--- config.mk ---
export PLATFORM = sky130hd
export DESIGN_NAME = sepc_top
export DESIGN_NICKNAME = d
export VERILOG_FILES = /design/src/sepc_sync2.v /design/src/sepc_top.v
export VERILOG_INCLUDE_DIRS = /design/src
export SDC_FILE = /design/constraint.sdc
export NUM_CORES = 1
export LEC_CHECK = 0
export BUFFER_PORTS_ARGS = -buffer_cell sky130_fd_sc_hd__buf_4
export CORE_UTILIZATION = 35
export DETAILED_ROUTE_END_ITERATION = 10
export PLACE_DENSITY_LB_ADDON = 0.12
export SYNTH_ARGS = -nofsm -noshare
export SYNTH_HDL_FRONTEND = slang
export SYNTH_SLANG_ARGS = --single-unit
--- constraint.sdc ---
create_clock -name sys_clk -period 2.9 [get_ports sys_clk]
set_input_delay 0.58 -clock sys_clk [delete_from_list [all_inputs] [get_ports sys_clk]]
set_output_delay 0.58 -clock sys_clk [all_outputs]
set_load 0.005 [all_outputs]
--- src/sepc_defs.vh ---
// Offsets, field positions, reset value and mode codes of the pin configuration register.
// Assumes inclusion by bare name from the pin control design files.
`ifndef SEPC_DEFS_VH
`define SEPC_DEFS_VH

`define SEPC_ADDR_W 6
`define SEPC_CFG_ADDR 6'h06
`define SEPC_CFG_W 16
`define SEPC_CFG_RESET 16'h0800
`define SEPC_CFG_WR_MASK 16'h1f00

`define SEPC_BIT_MUX_DRIVE 12
`define SEPC_BIT_SYNC_EN 11
`define SEPC_ERR_HI 10
`define SEPC_ERR_LO 9
`define SEPC_BIT_PIN_LEVEL 8

`define SEPC_ERR_OFF 2'h0
`define SEPC_ERR_INPUT 2'h1
`define SEPC_ERR_OPEN_DRAIN 2'h2
`define SEPC_ERR_GP_OUT 2'h3

`define SEPC_MAX_MUX_CHANNELS 3'h4
`define SEPC_SETTLE_W 16

`endif

--- src/sepc_sync2.v ---
// Two-flop synchroniser for levels that arrive from outside the system clock domain.
// Assumes the input is a slowly changing level; only the second stage is read.
`timescale 1ns/1ps

module sepc_sync2 #(
    parameter WIDTH = 1,
    parameter [WIDTH-1:0] RESET_VALUE = {WIDTH{1'b1}}
) (
    input wire sys_clk,
    input wire sys_rst,
    input wire [WIDTH-1:0] async_in,
    output wire [WIDTH-1:0] sync_out
);

    reg [WIDTH-1:0] stage_one;
    reg [WIDTH-1:0] stage_two;

    always @(posedge sys_clk or posedge sys_rst) begin
        if (sys_rst) begin
            stage_one <= RESET_VALUE;
            stage_two <= RESET_VALUE;
        end else begin
            stage_one <= async_in;
            stage_two <= stage_one;
        end
    end

    assign sync_out = stage_two;

endmodule

--- src/sepc_top.v ---
// Multi-function pin control: external multiplexer select on the two general-purpose pins,
// and the sync / error / general-purpose output roles of the combined sync/error pin.
// Assumes a channel sequencer, an interface mode register and a status register on the same
// clock; only the sync/error pin comes from outside and is synchronised.
`timescale 1ns/1ps
`include "sepc_defs.vh"

module sepc_top #(
    parameter ERR_BITS = 4,
    parameter SETTLE_W = `SEPC_SETTLE_W
) (
    input wire sys_clk,
    input wire sys_rst,
    input wire [`SEPC_ADDR_W-1:0] reg_addr,
    input wire reg_wr_en,
    input wire [`SEPC_CFG_W-1:0] reg_wr_data,
    output reg [`SEPC_CFG_W-1:0] reg_rd_data,
    input wire alternate_sync_select_select,
    input wire seq_multi_channel,
    input wire [1:0] seq_channel_index,
    input wire seq_switch_due,
    input wire [SETTLE_W-1:0] mux_settle_cycles,
    input wire other_error,
    input wire [ERR_BITS-1:0] status_error_bits,
    input wire sync_err_in,
    output reg sync_err_out,
    output reg sync_err_oe,
    output reg gp_pin_zero_out,
    output reg gp_pin_zero_oe,
    output reg gp_pin_one_out,
    output reg gp_pin_one_oe,
    output reg filter_hold_reset,
    output reg conv_start,
    output reg conv_wait,
    output reg conv_error_flag,
    output reg seq_limit_four
);

    // One-hot states of the channel switch sequencing
    localparam [2:0] ST_IDLE = 3'h1;
    localparam [2:0] ST_SETTLE = 3'h2;
    localparam [2:0] ST_HOLD = 3'h4;
    localparam [SETTLE_W-1:0] SETTLE_ONE = {{(SETTLE_W-1){1'b0}}, 1'b1};
    localparam [SETTLE_W-1:0] SETTLE_ZERO = {SETTLE_W{1'b0}};

    // True when the error field holds the given role
    function is_err_mode;
        input [1:0] field;
        input [1:0] mode;
        begin
            is_err_mode = (field == mode);
        end
    endfunction

    reg [`SEPC_CFG_W-1:0] pin_function_config;
    reg [2:0] state;
    reg [2:0] next_state;
    reg [SETTLE_W-1:0] settle_count;
    reg [SETTLE_W-1:0] next_settle_count;
    reg next_conv_start;
    // Next values of the registered outputs
    reg [`SEPC_CFG_W-1:0] next_rd_data;
    reg [1:0] next_gp_select;
    reg next_gp_drive;
    reg next_sync_err_out;
    reg next_sync_err_oe;
    reg next_conv_error_flag;
    reg next_filter_hold_reset;

    wire pin_level;
    wire ext_mux_drive_enable;
    wire sync_enable;
    wire [1:0] err_mode;
    wire error_pin_level;
    wire sync_role;
    wire alt_effective;
    wire any_status_error;
    wire cfg_hit;
    wire [`SEPC_CFG_W-1:0] cfg_view;
    wire cfg_write;
    wire settle_wanted;
    wire withhold_start;

    // The pin may be driven by another device, so it is synchronised before use
    sepc_sync2 #(
        .WIDTH(1),
        .RESET_VALUE(1'b1)
    ) u_pin_sync (
        .sys_clk(sys_clk),
        .sys_rst(sys_rst),
        .async_in(sync_err_in),
        .sync_out(pin_level)
    );

    // Fields of the configuration register
    assign ext_mux_drive_enable = pin_function_config[`SEPC_BIT_MUX_DRIVE];
    assign sync_enable = pin_function_config[`SEPC_BIT_SYNC_EN];
    assign err_mode = pin_function_config[`SEPC_ERR_HI:`SEPC_ERR_LO];
    assign error_pin_level = pin_function_config[`SEPC_BIT_PIN_LEVEL];
    assign cfg_hit = (reg_addr == `SEPC_CFG_ADDR);
    assign cfg_write = reg_wr_en & cfg_hit;

    // Sync function only owns the pin while no error role is selected
    assign sync_role = sync_enable & is_err_mode(err_mode, `SEPC_ERR_OFF);
    assign alt_effective = sync_role & alternate_sync_select_select & seq_multi_channel;
    assign any_status_error = (|status_error_bits);

    // Settling only matters while the pins really switch an external multiplexer
    assign settle_wanted = ext_mux_drive_enable & (mux_settle_cycles != SETTLE_ZERO);
    // In alternate sync with a multi-channel sequence, a low pin at the channel boundary holds back the next start
    assign withhold_start = alt_effective & ~pin_level;

    // Configuration register; only documented fields are writable
    always @(posedge sys_clk or posedge sys_rst) begin
        if (sys_rst) begin
            pin_function_config <= `SEPC_CFG_RESET;
        end else if (cfg_write) begin
            pin_function_config <= reg_wr_data & `SEPC_CFG_WR_MASK;
        end
    end

    // Read view: pin-level bit shows the written value only in output mode
    assign cfg_view = is_err_mode(err_mode, `SEPC_ERR_GP_OUT) ?
        pin_function_config :
        {pin_function_config[`SEPC_CFG_W-1:`SEPC_BIT_PIN_LEVEL+1], pin_level,
         pin_function_config[`SEPC_BIT_PIN_LEVEL-1:0]};

    // Read data is registered; any other address reads as zero
    always @* begin
        next_rd_data = 16'h0000;
        if (cfg_hit) begin
            next_rd_data = cfg_view & `SEPC_CFG_WR_MASK;
        end
    end

    always @(posedge sys_clk or posedge sys_rst) begin
        if (sys_rst) begin
            reg_rd_data <= 16'h0000;
        end else begin
            reg_rd_data <= next_rd_data;
        end
    end

    // External multiplexer select on the general-purpose pins
    always @* begin
        next_gp_select = 2'h0;
        next_gp_drive = 1'b0;
        if (ext_mux_drive_enable) begin
            // Select is taken from the channel slot only; the analog pair stays per channel
            next_gp_select = seq_channel_index;
            next_gp_drive = 1'b1;
        end
    end

    always @(posedge sys_clk or posedge sys_rst) begin
        if (sys_rst) begin
            gp_pin_zero_out <= 1'b0;
            gp_pin_zero_oe <= 1'b0;
            gp_pin_one_out <= 1'b0;
            gp_pin_one_oe <= 1'b0;
            seq_limit_four <= 1'b0;
        end else begin
            gp_pin_zero_out <= next_gp_select[0];
            gp_pin_one_out <= next_gp_select[1];
            gp_pin_zero_oe <= next_gp_drive;
            gp_pin_one_oe <= next_gp_drive;
            // Two select pins give four codes, so the sequencer must stay within four
            seq_limit_four <= next_gp_drive;
        end
    end

    // Sync/error pin driver
    always @* begin
        next_sync_err_out = 1'b0;
        next_sync_err_oe = 1'b0;
        case (err_mode)
            `SEPC_ERR_OPEN_DRAIN: begin
                // Only ever pull low; a released pin floats to the shared pull-up
                next_sync_err_out = 1'b0;
                next_sync_err_oe = any_status_error;
            end
            `SEPC_ERR_GP_OUT: begin
                next_sync_err_out = error_pin_level;
                next_sync_err_oe = 1'b1;
            end
            default: begin
                next_sync_err_out = 1'b0;
                next_sync_err_oe = 1'b0;
            end
        endcase
    end

    always @(posedge sys_clk or posedge sys_rst) begin
        if (sys_rst) begin
            sync_err_out <= 1'b0;
            sync_err_oe <= 1'b0;
        end else begin
            sync_err_out <= next_sync_err_out;
            sync_err_oe <= next_sync_err_oe;
        end
    end

    // Conversion error flag and immediate sync hold
    always @* begin
        next_conv_error_flag = other_error;
        if (is_err_mode(err_mode, `SEPC_ERR_INPUT)) begin
            // The error input is active low on the pin
            next_conv_error_flag = other_error | ~pin_level;
        end
        // Alternate sync with a multi-channel sequence never holds the filter; it only withholds starts
        next_filter_hold_reset = sync_role & ~alt_effective & ~pin_level;
    end

    always @(posedge sys_clk or posedge sys_rst) begin
        if (sys_rst) begin
            conv_error_flag <= 1'b0;
            filter_hold_reset <= 1'b0;
        end else begin
            conv_error_flag <= next_conv_error_flag;
            filter_hold_reset <= next_filter_hold_reset;
        end
    end

    // Channel switch sequencing: settle wait, then start or withhold
    always @* begin
        next_state = state;
        next_settle_count = settle_count;
        next_conv_start = 1'b0;
        case (state)
            ST_IDLE: begin
                if (seq_switch_due) begin
                    // The hold is decided only once the select has settled
                    if (settle_wanted) begin
                        next_state = ST_SETTLE;
                        next_settle_count = mux_settle_cycles;
                    end else if (withhold_start) begin
                        next_state = ST_HOLD;
                    end else begin
                        next_conv_start = 1'b1;
                    end
                end
            end
            ST_SETTLE: begin
                if (settle_count == SETTLE_ONE) begin
                    next_settle_count = {SETTLE_W{1'b0}};
                    if (withhold_start) begin
                        next_state = ST_HOLD;
                    end else begin
                        next_state = ST_IDLE;
                        next_conv_start = 1'b1;
                    end
                end else begin
                    next_settle_count = settle_count - SETTLE_ONE;
                end
            end
            ST_HOLD: begin
                // Leaving alternate mode also releases a withheld start
                if (pin_level || !alt_effective) begin
                    next_state = ST_IDLE;
                    next_conv_start = 1'b1;
                end
            end
            default: begin
                next_state = ST_IDLE;
                next_settle_count = {SETTLE_W{1'b0}};
            end
        endcase
    end

    always @(posedge sys_clk or posedge sys_rst) begin
        if (sys_rst) begin
            state <= ST_IDLE;
            settle_count <= {SETTLE_W{1'b0}};
            conv_start <= 1'b0;
            conv_wait <= 1'b0;
        end else begin
            state <= next_state;
            settle_count <= next_settle_count;
            conv_start <= next_conv_start;
            // Busy follows the next state so it rises in the cycle after the switch
            conv_wait <= (next_state != ST_IDLE);
        end
    end

endmodule

==> qor.yml <==
die-height_um: 78.9
crit_fanout: 19
status: "completed"
hpwl_um: 3620
start_util_pct: 36.9
wl_per_cell_um: 14.9
antenna_found_initial: 0
placed_area_um2: 2500
grtUsageTotal_pct: 17.1
synth_seq_cells: 40
cts_setup_buffers: 0
timing_hold_violations_final: 0
finalSetupViolCount: 0
cap_violations: 0
finalSetupTns_ps: 0
htree_levels: 2
grt_overflow: 0
setup.worst_path.start_class: "flop"
io_buffers: 56
gp_congestion: 0.842
synth_area_um2: 2070
grt_pass1_wl_um: 8050
ys_seq_area_share_pct: 48.6
yosysTopAreaCellShare_pct: 43.5
vias_per_cell: 5.20
final_util_pct: 46.8
period_share_pct: 85.1
synth_edf_count: 0
maxSlewViolCount: 0
clkSinkCount: 40
synth_common_cells: "36 x dfrtp_1, 13 x buf_4, 12 x nor2_1"
dp_cells: 327
cts_buffers: 5
yosys-top-cells-area: "dfrtp_1 43%, dfstp_2 5.1%, buf_4 4.7%"
crit_arrival_ps: 2650
antenna_cells: 0
cts_tree: "done"
nNetsFinal: 316
final_area_um2: 2630
synth_cell_types: 50
via_count: 1743
ir_worst_vdd_uv: 307
drive_above_1_share_pct: 29.7
cts_resized: 0
rsz0062_at_grt: "false"
hold_path_class: "reg2reg"
hold_buffers: 0
grt_max_degree: 41
syn_to_final_growth_pct: 26.8
synthArstFlopShare_pct: 100
hold_ws_ps: 360
power.leakage_nw: 1.21
drt_wl_total_um: 4990
clock_latency_ps: 290
yosysMostFrequentCell: "dfrtp_1"
grt_pass1_vias: 1617
required_ps: 3080
worstMarginPinSlew_ps: 799
core_area_um2: 5610
first_pass_iters: 4
clockBufferDepth: 2
power_density_nw_per_um2: 692
path_class: "reg2reg"
finClkSkew_ps: 2.97
root_buffer: "clkbuf_8"
drtIter0Drc: 123
syn_area_per_cell_um2: 10.1
fin_crit_ps: 2470
ioPinCount: 79
cp-end-kind: "flop"
antenna_left: 0
yosysTopAreaCell: "dfrtp_1"
syn_inst: 206
synth_ff_type: "dfrtp_1"
dieArea_um2: 6230
final_cells: 335
clkTransAtPathRegs_ps: 80
chipWidth_um: 78.9
rows: 27
maxSlewHeadroom_pct: 46.6
drc: 0
yosysWarnings: 0
max_freq_mhz: 405
==> sequential cells by signal, indices dropped and copies added, names as in the netlist <==
signal                flops
sync_err_oe               1
conv_start                1
pin_function_config       5
seq_limit_four            1
settle_count             16
conv_error_flag           1
state                     3
u_pin_sync.sync_out       1
filter_hold_reset         1
gp_pin_one_out            1
gp_pin_zero_out           1
sync_err_out              1
conv_wait                 1
u_pin_sync.stage_one      1
reg_rd_data               5
==> layout by cell type, fill, tap and decap left out, drive strengths merged, types with 3 or more instances in the layout <==
cell type and instances:
conb 11, clkbuf 6, buf 58, or3 3
inv 11, a32oi 8, nor4 7, or4 3
nor2 12, a221o 4, dfrtp 36, a21oi 11
o21ai 13, dfstp 4, nand2 11, mux2 5
and3 3, nor3 10, and2 6, o2bb2ai 3
==> where the power goes <==
| group | switching [mW] | internal, mW |
|---|---|---|
| clock network | 0.207 | 0.282 |
| registers | 0.112 | 0.663 |
| logic | 0.303 | 0.250 |
| total | 0.622 | 1.20 |
==> metrics by stage <==
step | setup WS [ps] | total power [mW]
4_1_cts | 453 | 1.83
6_report | 432 | 1.82
3_3_place_gp | 468 | 1.33
2_1_floorplan | 769 | 1.17
5_1_grt | 337 | 1.94
3_5_place_dp | 481 | 1.33
==> kinds of logic after synthesis <==
| group | Yosys count | share of synthesized area, % |
|---|---|---|
| other | 1 | 0.181 |
| DFF | 40 | 48.6 |
| xor gates and xnor gates | 2 | 0.846 |
| buffers and inverters | 30 | 8.27 |
| and+or+nand+nor | 68 | 18.1 |
| muxes | 5 | 2.72 |
| adders and majority gates | 2 | 1.21 |
| AOI/OAI and AO/OA | 58 | 20.2 |
==> per-layer routing <==
metal | GRT usage, % | share of wire [%]
met5 | 0 | 0
met4 | 7.09 | 1.6
met3 | 5.17 | 5.0
met2 | 25.3 | 46
met1 | 23.2 | 47
==> critical path: stages, from the launching register on <==
cell and delay, ps:
dfrtp_1 460, or4_4 550, or2_0 340, o21a_1 470, a21o_1 260, a221o_1 280
==> final cells by class <==
cell class	instances	area, um^2
clock buffers	6	82.6
clock inverters	2	38.8
fillers	568	2980
inverters	11	41.3
multi-input cells	146	932
flip-flops and latches	40	1010
well taps	72	90.1
repair buffers	58	435
==> path summary, 6_finish.rpt <==
path | startpoint | to | slack, ps | cells after the start
hold reg to reg | u_pin_sync.stage_one | u_pin_sync.sync_out | 360 | 0
hold / removal | u_pin_sync.stage_one | u_pin_sync.sync_out | 360 | 0
setup reg to reg | settle_count[3] | settle_count[7] | 430 | 5
min in group asynchronous | sys_rst | settle_count[13] | 400 | 3
setup / recovery | settle_count[3] | settle_count[7] | 430 | 5
max in group asynchronous | sys_rst | state[0] | 2130 | 3
Power figures use the tool's default switching activity.
